==> src/core/tcs_pkg.sv <==
// package for the timer clock select and prescaler block
// assumes a single system clock; all rates are one-cycle enables
package tcs_pkg;
  // register map (index of each register on the plain port)
  localparam logic [3:0] ADDR_CLK_CTRL = 4'h0;
  localparam logic [3:0] ADDR_EXT_CTRL = 4'h1;
  localparam logic [7:0] CLK_CTRL_RESET = 8'h00;
  localparam logic [7:0] EXT_CTRL_RESET = 8'h00;
  // field positions of timer_clock_control
  localparam int BIT_T3_HIGH = 7;
  localparam int BIT_T3_LOW = 6;
  localparam int BIT_T2_HIGH = 5;
  localparam int BIT_T2_LOW = 4;
  localparam int BIT_T1 = 3;
  localparam int BIT_T0 = 2;
  localparam int BIT_SCALE_HI = 1;
  localparam int BIT_SCALE_LO = 0;
  // field positions of the extra mode register
  localparam int BIT_T0_CNT = 0;
  localparam int BIT_T1_CNT = 1;
  localparam int BIT_T2_SPLIT = 2;
  localparam int BIT_T3_SPLIT = 3;
  localparam int BIT_T2_ALT = 4;
  localparam int BIT_T3_ALT = 5;
  // prescale codes and divide ratios
  localparam logic [1:0] SCALE_DIV12 = 2'h0;
  localparam logic [1:0] SCALE_DIV4 = 2'h1;
  localparam logic [1:0] SCALE_DIV48 = 2'h2;
  localparam logic [5:0] DIV_12 = 6'h0c;
  localparam logic [5:0] DIV_4 = 6'h04;
  localparam logic [5:0] DIV_48 = 6'h30;
  localparam logic [5:0] DIV_EXT = 6'h08;

  typedef struct packed {
    logic t3_high;
    logic t3_low;
    logic t2_high;
    logic t2_low;
    logic t1;
    logic t0;
  } tcs_tick_t;
endpackage : tcs_pkg

==> src/core/tcs_divider.sv <==
// free-running divider: one-cycle tick every ratio cycles of its enable
// assumes ratio is at least 1 and changes only between ticks are tolerated
`timescale 1ns/1ps
module tcs_divider (
  // clock and reset
  input wire logic ref_clk,
  input wire logic resetn,
  // control
  input wire logic step_en,
  input wire logic [5:0] ratio,
  // output
  output logic tick
);
  logic [5:0] cnt_q;
  logic [5:0] cnt_d;
  logic tick_d;
  logic tick_q;

  always_comb begin
    cnt_d = cnt_q;
    tick_d = 1'b0;
    if (step_en) begin
      // a shrinking ratio wraps at once rather than running to 63
      if (cnt_q >= ratio - 6'h01) begin
        cnt_d = 6'h00;
        tick_d = 1'b1;
      end else begin
        cnt_d = cnt_q + 6'h01;
      end
    end
  end

  always_ff @(posedge ref_clk) begin
    if (!resetn) begin
      cnt_q <= 6'h00;
      tick_q <= 1'b0;
    end else begin
      cnt_q <= cnt_d;
      tick_q <= tick_d;
    end
  end

  assign tick = tick_q;
endmodule : tcs_divider

==> src/core/tcs_clock_select.sv <==
// timer clock select and prescaler: control register plus per-timer tick enables
// assumes a plain register port and an external oscillator input sampled on ref_clk
`timescale 1ns/1ps
module tcs_clock_select (
  // clock and reset
  input wire logic ref_clk,
  input wire logic resetn,
  // register port
  input wire logic [3:0] addr,
  input wire logic [7:0] wdata,
  input wire logic wr_en,
  input wire logic rd_en,
  output logic [7:0] rdata,
  // external oscillator, already synchronous
  input wire logic ext_osc,
  // tick enables to the timers
  output tcs_pkg::tcs_tick_t tick,
  output logic prescale_tick
);
  logic [7:0] ctrl_q;
  logic [7:0] ctrl_d;
  logic [5:0] ext_q;
  logic [5:0] ext_d;
  logic [7:0] rdata_q;
  logic [7:0] rdata_d;
  logic osc_q;
  logic [5:0] pre_ratio;
  logic pre_tick;
  logic div12_tick;
  logic ext_tick;
  logic ext_edge;
  logic alt2;
  logic alt3;
  tcs_pkg::tcs_tick_t tick_d;
  tcs_pkg::tcs_tick_t tick_q;

  // register file
  always_comb begin
    ctrl_d = ctrl_q;
    ext_d = ext_q;
    rdata_d = 8'h00;
    if (wr_en && addr == tcs_pkg::ADDR_CLK_CTRL) begin
      ctrl_d = wdata;
    end
    if (wr_en && addr == tcs_pkg::ADDR_EXT_CTRL) begin
      ext_d = wdata[5:0];
    end
    if (rd_en) begin
      unique case (addr)
        tcs_pkg::ADDR_CLK_CTRL: rdata_d = ctrl_q;
        tcs_pkg::ADDR_EXT_CTRL: rdata_d = {2'h0, ext_q};
        default: rdata_d = 8'h00;
      endcase
    end
  end

  always_ff @(posedge ref_clk) begin
    if (!resetn) begin
      ctrl_q <= tcs_pkg::CLK_CTRL_RESET;
      ext_q <= tcs_pkg::EXT_CTRL_RESET[5:0];
      rdata_q <= 8'h00;
      osc_q <= 1'b0;
    end else begin
      ctrl_q <= ctrl_d;
      ext_q <= ext_d;
      rdata_q <= rdata_d;
      osc_q <= ext_osc;
    end
  end

  assign rdata = rdata_q;

  // shared prescaler
  always_comb begin
    unique case (ctrl_q[tcs_pkg::BIT_SCALE_HI:tcs_pkg::BIT_SCALE_LO])
      tcs_pkg::SCALE_DIV12: pre_ratio = tcs_pkg::DIV_12;
      tcs_pkg::SCALE_DIV4: pre_ratio = tcs_pkg::DIV_4;
      tcs_pkg::SCALE_DIV48: pre_ratio = tcs_pkg::DIV_48;
      default: pre_ratio = tcs_pkg::DIV_12; // code 11 undefined; falls back to /12
    endcase
  end

  tcs_divider u_pre (
    .ref_clk(ref_clk),
    .resetn(resetn),
    .step_en(1'b1),
    .ratio(pre_ratio),
    .tick(pre_tick)
  );

  tcs_divider u_div12 (
    .ref_clk(ref_clk),
    .resetn(resetn),
    .step_en(1'b1),
    .ratio(tcs_pkg::DIV_12),
    .tick(div12_tick)
  );

  // rising edge of the sampled oscillator, then /8
  assign ext_edge = ext_osc & ~osc_q;

  tcs_divider u_ext8 (
    .ref_clk(ref_clk),
    .resetn(resetn),
    .step_en(ext_edge),
    .ratio(tcs_pkg::DIV_EXT),
    .tick(ext_tick)
  );

  // edge count kept apart from the divider so the /8 check does not lean on the divider itself
  logic [2:0] edge_cnt_q;
  logic [2:0] edge_cnt_d;

  always_comb begin
    edge_cnt_d = edge_cnt_q;
    if (ext_edge) begin
      edge_cnt_d = edge_cnt_q + 3'h1;
    end
  end

  always_ff @(posedge ref_clk) begin
    if (!resetn) begin
      edge_cnt_q <= 3'h0;
    end else begin
      edge_cnt_q <= edge_cnt_d;
    end
  end

  assign alt2 = ext_q[tcs_pkg::BIT_T2_ALT] ? ext_tick : div12_tick;
  assign alt3 = ext_q[tcs_pkg::BIT_T3_ALT] ? ext_tick : div12_tick;

  // per-timer selection; counter mode forces zero ticks from this block
  always_comb begin
    tick_d.t0 = ext_q[tcs_pkg::BIT_T0_CNT] ? 1'b0 :
                (ctrl_q[tcs_pkg::BIT_T0] ? 1'b1 : pre_tick);
    tick_d.t1 = ext_q[tcs_pkg::BIT_T1_CNT] ? 1'b0 :
                (ctrl_q[tcs_pkg::BIT_T1] ? 1'b1 : pre_tick);
    tick_d.t2_low = ctrl_q[tcs_pkg::BIT_T2_LOW] ? 1'b1 : alt2;
    tick_d.t3_low = ctrl_q[tcs_pkg::BIT_T3_LOW] ? 1'b1 : alt3;
    // outside split mode the high byte follows the low select so it carries with it
    if (ext_q[tcs_pkg::BIT_T2_SPLIT]) begin
      tick_d.t2_high = ctrl_q[tcs_pkg::BIT_T2_HIGH] ? 1'b1 : alt2;
    end else begin
      tick_d.t2_high = tick_d.t2_low;
    end
    if (ext_q[tcs_pkg::BIT_T3_SPLIT]) begin
      tick_d.t3_high = ctrl_q[tcs_pkg::BIT_T3_HIGH] ? 1'b1 : alt3;
    end else begin
      tick_d.t3_high = tick_d.t3_low;
    end
  end

  always_ff @(posedge ref_clk) begin
    if (!resetn) begin
      tick_q <= '0;
    end else begin
      tick_q <= tick_d;
    end
  end

  assign tick = tick_q;
  assign prescale_tick = pre_tick;

  // register port; ticks lag the register by one flop, hence the $past on selects
  chk_reset_zero: assert property (@(posedge ref_clk) !$past(resetn) |-> ctrl_q == 8'h00)
    else $error("control register not zero after reset");
  chk_reset_ticks: assert property (@(posedge ref_clk) !$past(resetn) |-> tick == '0 && !prescale_tick)
    else $error("ticks not quiet after reset");
  chk_write_store: assert property (@(posedge ref_clk) disable iff (!resetn)
    wr_en && addr == tcs_pkg::ADDR_CLK_CTRL |=> ctrl_q == $past(wdata))
    else $error("control write not stored");
  chk_write_hold: assert property (@(posedge ref_clk) disable iff (!resetn)
    !(wr_en && addr == tcs_pkg::ADDR_CLK_CTRL) |=> ctrl_q == $past(ctrl_q))
    else $error("control register changed without a write");
  chk_rdata_idle: assert property (@(posedge ref_clk) disable iff (!resetn)
    !$past(rd_en) |-> rdata == 8'h00)
    else $error("read data not zero outside a read");
  chk_rdata_ctrl: assert property (@(posedge ref_clk) disable iff (!resetn)
    $past(rd_en) && $past(addr) == tcs_pkg::ADDR_CLK_CTRL |-> rdata == $past(ctrl_q))
    else $error("control read data wrong");
  chk_rdata_mode: assert property (@(posedge ref_clk) disable iff (!resetn)
    $past(rd_en) && $past(addr) == tcs_pkg::ADDR_EXT_CTRL |-> rdata == {2'h0, $past(ext_q)})
    else $error("mode read data wrong");
  chk_rdata_unmapped: assert property (@(posedge ref_clk) disable iff (!resetn)
    $past(rd_en) && $past(addr) > tcs_pkg::ADDR_EXT_CTRL |-> rdata == 8'h00)
    else $error("unmapped read not zero");

  // timers 0 and 1
  chk_t0_counter: assert property (@(posedge ref_clk) disable iff (!resetn)
    ext_q[tcs_pkg::BIT_T0_CNT] && $past(ext_q[tcs_pkg::BIT_T0_CNT]) |-> !tick.t0)
    else $error("timer 0 ticked in counter mode");
  chk_t1_counter: assert property (@(posedge ref_clk) disable iff (!resetn)
    ext_q[tcs_pkg::BIT_T1_CNT] && $past(ext_q[tcs_pkg::BIT_T1_CNT]) |-> !tick.t1)
    else $error("timer 1 ticked in counter mode");
  chk_t0_system_clock: assert property (@(posedge ref_clk) disable iff (!resetn)
    $past(ctrl_q[tcs_pkg::BIT_T0]) && !$past(ext_q[tcs_pkg::BIT_T0_CNT]) |-> tick.t0)
    else $error("timer 0 missed system clock tick");
  chk_t0_prescale: assert property (@(posedge ref_clk) disable iff (!resetn)
    !$past(ctrl_q[tcs_pkg::BIT_T0]) && !$past(ext_q[tcs_pkg::BIT_T0_CNT]) |-> tick.t0 == $past(pre_tick))
    else $error("timer 0 not following prescaler");
  chk_t1_system_clock: assert property (@(posedge ref_clk) disable iff (!resetn)
    $past(ctrl_q[tcs_pkg::BIT_T1]) && !$past(ext_q[tcs_pkg::BIT_T1_CNT]) |-> tick.t1)
    else $error("timer 1 missed system clock tick");
  chk_t1_prescale: assert property (@(posedge ref_clk) disable iff (!resetn)
    !$past(ctrl_q[tcs_pkg::BIT_T1]) && !$past(ext_q[tcs_pkg::BIT_T1_CNT]) |-> tick.t1 == $past(pre_tick))
    else $error("timer 1 not following prescaler");
  chk_pre_shared: assert property (@(posedge ref_clk) disable iff (!resetn)
    !$past(ctrl_q[2]) && !$past(ctrl_q[3]) && !$past(ext_q[0]) && !$past(ext_q[1])
    |-> tick.t0 == tick.t1)
    else $error("timers 0 and 1 not sharing prescaler");

  // shared prescaler; a shrinking ratio may shorten one period, never below four cycles
  chk_pre_gap: assert property (@(posedge ref_clk) disable iff (!resetn)
    pre_tick |=> !pre_tick [*3])
    else $error("prescaler ticks too close");
  chk_div4_period: assert property (@(posedge ref_clk) disable iff (!resetn)
    pre_tick && pre_ratio == tcs_pkg::DIV_4 && $stable(pre_ratio) |-> ##4 (pre_tick || pre_ratio != tcs_pkg::DIV_4))
    else $error("divide by 4 period wrong");
  chk_div48_period: assert property (@(posedge ref_clk) disable iff (!resetn)
    pre_tick && pre_ratio == tcs_pkg::DIV_48 && $stable(pre_ratio)
    |-> ##48 (pre_tick || pre_ratio != tcs_pkg::DIV_48))
    else $error("divide by 48 period wrong");
  chk_div12_period: assert property (@(posedge ref_clk) disable iff (!resetn)
    pre_tick && pre_ratio == tcs_pkg::DIV_12 && $stable(pre_ratio)
    |-> ##12 (pre_tick || pre_ratio != tcs_pkg::DIV_12))
    else $error("divide by 12 prescale period wrong");
  chk_pre_reset12: assert property (@(posedge ref_clk) disable iff (!resetn)
    ctrl_q[1:0] == 2'h0 |-> pre_ratio == tcs_pkg::DIV_12)
    else $error("reset prescale not twelve");

  // alternate clocks
  chk_div12_gap: assert property (@(posedge ref_clk) disable iff (!resetn)
    div12_tick |=> !div12_tick [*8] ##1 !div12_tick [*3] ##1 div12_tick)
    else $error("divide by 12 period wrong");
  chk_div12_start: assert property (@(posedge ref_clk) disable iff (!resetn)
    $rose(resetn) |-> !div12_tick [*8] ##1 !div12_tick [*4] ##1 div12_tick)
    else $error("first divide by 12 tick misplaced");
  chk_ext_count: assert property (@(posedge ref_clk) disable iff (!resetn)
    ext_tick |-> $past(ext_edge) && $past(edge_cnt_q) == 3'h7)
    else $error("external tick not on eighth edge");
  chk_ext_eighth: assert property (@(posedge ref_clk) disable iff (!resetn)
    ext_edge && edge_cnt_q == 3'h7 |=> ext_tick)
    else $error("eighth external edge gave no tick");
  chk_ext_quiet: assert property (@(posedge ref_clk) disable iff (!resetn)
    !$past(ext_edge) |-> !ext_tick)
    else $error("external tick without an edge");
  chk_t2_alt_ext: assert property (@(posedge ref_clk) disable iff (!resetn)
    !$past(ctrl_q[tcs_pkg::BIT_T2_LOW]) && $past(ext_q[tcs_pkg::BIT_T2_ALT]) |-> tick.t2_low == $past(ext_tick))
    else $error("timer 2 low not on external clock");
  chk_t2_alt_div12: assert property (@(posedge ref_clk) disable iff (!resetn)
    !$past(ctrl_q[tcs_pkg::BIT_T2_LOW]) && !$past(ext_q[tcs_pkg::BIT_T2_ALT]) |-> tick.t2_low == $past(div12_tick))
    else $error("timer 2 low not on divide by 12");
  chk_t3_alt_ext: assert property (@(posedge ref_clk) disable iff (!resetn)
    !$past(ctrl_q[tcs_pkg::BIT_T3_LOW]) && $past(ext_q[tcs_pkg::BIT_T3_ALT]) |-> tick.t3_low == $past(ext_tick))
    else $error("timer 3 low not on external clock");
  chk_t3_alt_div12: assert property (@(posedge ref_clk) disable iff (!resetn)
    !$past(ctrl_q[tcs_pkg::BIT_T3_LOW]) && !$past(ext_q[tcs_pkg::BIT_T3_ALT]) |-> tick.t3_low == $past(div12_tick))
    else $error("timer 3 low not on divide by 12");

  // timers 2 and 3
  chk_t2_whole: assert property (@(posedge ref_clk) disable iff (!resetn)
    !$past(ext_q[tcs_pkg::BIT_T2_SPLIT]) |-> tick.t2_high == tick.t2_low)
    else $error("timer 2 bytes split outside split mode");
  chk_t3_whole: assert property (@(posedge ref_clk) disable iff (!resetn)
    !$past(ext_q[tcs_pkg::BIT_T3_SPLIT]) |-> tick.t3_high == tick.t3_low)
    else $error("timer 3 bytes split outside split mode");
  chk_t3_high_sys: assert property (@(posedge ref_clk) disable iff (!resetn)
    $past(ext_q[tcs_pkg::BIT_T3_SPLIT]) && $past(ctrl_q[tcs_pkg::BIT_T3_HIGH]) |-> tick.t3_high)
    else $error("timer 3 high missed system tick");
  chk_t3_low_sys: assert property (@(posedge ref_clk) disable iff (!resetn)
    $past(ctrl_q[tcs_pkg::BIT_T3_LOW]) |-> tick.t3_low)
    else $error("timer 3 low missed system tick");
  chk_t2_high_sys: assert property (@(posedge ref_clk) disable iff (!resetn)
    $past(ext_q[tcs_pkg::BIT_T2_SPLIT]) && $past(ctrl_q[tcs_pkg::BIT_T2_HIGH]) |-> tick.t2_high)
    else $error("timer 2 high missed system tick");
  chk_t2_low_sys: assert property (@(posedge ref_clk) disable iff (!resetn)
    $past(ctrl_q[tcs_pkg::BIT_T2_LOW]) |-> tick.t2_low)
    else $error("timer 2 low missed system tick");
  chk_t2_high_alt: assert property (@(posedge ref_clk) disable iff (!resetn)
    $past(ext_q[tcs_pkg::BIT_T2_SPLIT]) && !$past(ctrl_q[tcs_pkg::BIT_T2_HIGH]) |-> tick.t2_high == $past(alt2))
    else $error("timer 2 high not on alternate clock");
  chk_t3_high_alt: assert property (@(posedge ref_clk) disable iff (!resetn)
    $past(ext_q[tcs_pkg::BIT_T3_SPLIT]) && !$past(ctrl_q[tcs_pkg::BIT_T3_HIGH]) |-> tick.t3_high == $past(alt3))
    else $error("timer 3 high not on alternate clock");
  // outside split mode a set high select must change nothing
  chk_t2_high_ignored: assert property (@(posedge ref_clk) disable iff (!resetn)
    !$past(ext_q[tcs_pkg::BIT_T2_SPLIT]) && $past(ctrl_q[tcs_pkg::BIT_T2_HIGH])
    && !$past(ctrl_q[tcs_pkg::BIT_T2_LOW]) |-> tick.t2_high == $past(alt2))
    else $error("timer 2 high select not ignored");
  chk_t3_high_ignored: assert property (@(posedge ref_clk) disable iff (!resetn)
    !$past(ext_q[tcs_pkg::BIT_T3_SPLIT]) && $past(ctrl_q[tcs_pkg::BIT_T3_HIGH])
    && !$past(ctrl_q[tcs_pkg::BIT_T3_LOW]) |-> tick.t3_high == $past(alt3))
    else $error("timer 3 high select not ignored");
endmodule : tcs_clock_select

==> config.mk <==
export PLATFORM = sky130hd
export DESIGN_NAME = tcs_clock_select
export DESIGN_NICKNAME = d
export VERILOG_FILES = /design/src/core/tcs_pkg.sv /design/src/core/tcs_divider.sv /design/src/core/tcs_clock_select.sv
export SDC_FILE = /design/constraint.sdc
export NUM_CORES = 1
export LEC_CHECK = 0
export BUFFER_PORTS_ARGS = -buffer_cell sky130_fd_sc_hd__buf_2
export CAP_MARGIN = 20
export CORE_ASPECT_RATIO = 1.75
export CORE_MARGIN = 3
export CORE_UTILIZATION = 25
export DETAILED_ROUTE_END_ITERATION = 6
export GPL_TIMING_DRIVEN = 0
export PLACE_DENSITY_LB_ADDON = 0.25
export SLEW_MARGIN = 30
export SYNTH_ARGS = -nofsm -noshare
export SYNTH_HDL_FRONTEND = slang
export SYNTH_SLANG_ARGS = --single-unit
==> constraint.sdc <==
create_clock -name ref_clk -period 1.9 [get_ports ref_clk]
set_input_delay 0.19 -clock ref_clk [delete_from_list [all_inputs] [get_ports ref_clk]]
set_output_delay 0.19 -clock ref_clk [all_outputs]
set_load 0.01 [all_outputs]
==> results.tsv <==
metric	value	unit
Seq/Total Area, Yosys	0.5028	
Inserted Clock Buffers	5	
DR iter-0 viols	66	
Final Hold Viols	0	
layout cells sized above 1	0.1875	
DR pass1 iterations	4	
Max IR drop VDD	349.1	uV
yosys warns	0	
Post-Route WL	4556	um
grt ovf	0	
Synth Flop Type	dfxtp_1	
skew final	3.220	ps
slowest stage delay, CP	460	ps
antenna violations before repair	0	
Worst slew margin	0.5187	
f_max	623.0	MHz
Worst setup SP type	register	
core footprint	7672	um2
setup TNS	0	ps
leakage	0.9185	nW
commonest non-fill, non-tap cell in the layout	dfxtp_1	
#FFs+latches synth	50	
crit-path most repeated cell	o211ai_1	
CP max-delay cell	o211ai_1	
Setup WS pre-CTS	291.6	ps
port buffer count	31	
post-synthesis cell count	200	
Yosys top cell by area	dfxtp_1	
hold path depth	2	
Die Height	124.0	um
largest net degree at the start of global routing	15	
Setup crit end kind	register	
DRC Markers	0	
Clk pin slew, worst setup/hold paths	60	ps
Final Cycle Share	0.8449	
Unique masters post-synth	40	
Final Cell Area	2422	um2
R2R Path Start	ctrl_q[0]	
worst setup margin	294.8	ps
Netlist Area Pre-Place	1991	um2
Synth Area in Adders	0.04400	
# setup viols final	0	
hold_sp	ext_osc	
wire per inst	13.89	um
H-tree depth	2	
Post-CTS Hold Buffers	0	
Syn Area/Cell	9.953	um2
GR Util All Layers	0.1089	
mux contribution to synthesized area	0.02011	
Worst-Skew Late Latency	290	ps
GP Congestion	0.8113	
maximum clock path buffer count	2	
placed cell area	2260	um2
Buf+Inv Stages, Crit Path	0	
Detail Route Antenna Nets	0	
unrepaired setup endpoints after global routing	no	
vias per cell	4.646	
die area	9112	um2
outcome	completed	
crit path DAT	1770	ps
Initial Util	0.2595	
Final nets	263	
P&R area growth vs syn	21.68	%
crit path cell chain	nand2b_1 -> ha_1 -> o211ai_1 -> o211ai_1 -> nor2_1	
first-pass GRT wire length	7500	um
DP Wirelength	3525	um
via count	1524	
clk sinks	50	
Post-synth EDFFs	0	
chip width	73.46	um
worst min path class	in -> reg	
Setup crit start	ctrl_q[0]	
R2R cell count	5	
most frequent cells in the layout	dfxtp_1 (50), buf_2 (31), nor2_1 (21)	
crit-path leading delay family	compound AO/OA/AOI/OAI gates	
Post-CTS Resized	0	
number of max-cap violations	0	
crit path max fanout	6	
CTS tree	done	
Worst-Margin Slew	720.1	ps
ANT cells	0	
CP Depth	5	
top cell type's share of synthesized area	0.5028	
compound-gate portion of the synthesized area	0.1886	
Clock Tree Root	clkbuf_16	
largest cells by area after synthesis	dfxtp_1 (50%), nand3_1 (5.0%), ha_1 (4.4%), a21boi_0 (4.1%), nor2_1 (4.0%)	
largest family of logic cells by synthesized area	simple AND/OR/NAND/NOR gates	
post-CTS setup buffer count	0	
vias in the first global route	1545	
Synth async-reset ratio	0	
Core Rows	42	
Tot Pwr	2.218	mW
I/O pins	32	
post-synthesis simple-gate area fraction	0.1942	
Tmin final	1605	ps
PwrDens	915.8	nW/um2
Final Max Tran Viols	0	
Synth Area in XOR/XNOR	0.02200	
Setup CP Type	reg -> reg	
WP data required	2060	ps
==> flip-flops by register name (all words and copies together), names as in the netlist <==
name	cells
u_div12.tick	1
u_ext8.tick	1
u_ext8.cnt_q	6
ctrl_q	8
u_div12.cnt_q	6
u_pre.tick	1
u_pre.cnt_q	6
ext_q	6
tick	6
rdata	8
osc_q	1
==> synth_stat cells, types with 2 or more instances <==
| master | instances |
|---|---|
| a21boi_1 | 10 |
| nand2_1 | 4 |
| conb_1 | 2 |
| clkbuf_1 | 3 |
| nand3_1 | 20 |
| a21boi_0 | 11 |
| nor2b_1 | 4 |
| nor2_1 | 21 |
| ha_1 | 7 |
| a22oi_1 | 6 |
| nor3b_1 | 4 |
| o211ai_1 | 2 |
| o21ai_1 | 10 |
| xnor2_1 | 2 |
| dfxtp_1 | 50 |
| and2_1 | 2 |
| inv_1 | 4 |
| xor2_1 | 3 |
| mux2i_1 | 4 |
| a21oi_1 | 3 |
| o21ai_0 | 8 |
| nand2b_1 | 2 |
==> report_power, final <==
part | leakage, nW | internal (mW) | switching, mW | total, mW
logic | 0.434 | 0.0546 | 0.0800 | 0.135
clock network | 0.0781 | 0.623 | 0.373 | 0.996
registers | 0.406 | 1.07 | 0.0163 | 1.09
total | 0.919 | 1.75 | 0.469 | 2.22
==> per-stage QoR <==
stage               hold WS, ps  utilization  std cells
floorplan                 317.3            -        201
global placement          429.0       0.2945        320
detailed placement        446.2       0.2945        320
CTS                       148.2       0.3157        328
global route              166.2       0.3157        328
finish                    151.5       0.3157        328
==> layer usage <==
| metal | track usage | wire length (um) | vias up |
|---|---|---|---|
| met5 | 0 | 0 | - |
| met4 | 0.05442 | 116 | 0 |
| met3 | 0.02181 | 173 | 7 |
| met2 | 0.2022 | 2541 | 27 |
| met1 | 0.1116 | 1724 | 702 |
| li1 | - | - | 788 |
==> final timing paths <==
| path | endpoint | slack, ps |
|---|---|---|
| max | u_pre.cnt_q[4] | 290 |
| min | osc_q | 150 |
| max reg2reg | u_pre.cnt_q[4] | 290 |
| min reg2reg | u_div12.cnt_q[0] | 460 |
==> cells by family after synthesis <==
logic type      Yosys count
compound gates           54
other cells               2
fa+ha+maj                 7
flops                    50
buf+inv                  10
mux                       4
simple gates             68
xor+xnor                  5
==> area by class of cell <==
| cell class | count | area, um2 |
|---|---|---|
| repair buffers | 31 | 155.1 |
| multi-input cells | 141 | 944.7 |
| fillers | 821 | 5250 |
| inverters | 4 | 15.01 |
| well taps | 88 | 110.1 |
| plain buffers | 6 | 33.78 |
| flip-flops and latches | 50 | 1001 |
| clock inverters | 1 | 30.03 |
| clock buffers | 7 | 132.6 |
No activity file was read; power rests on OpenSTA's default activity.
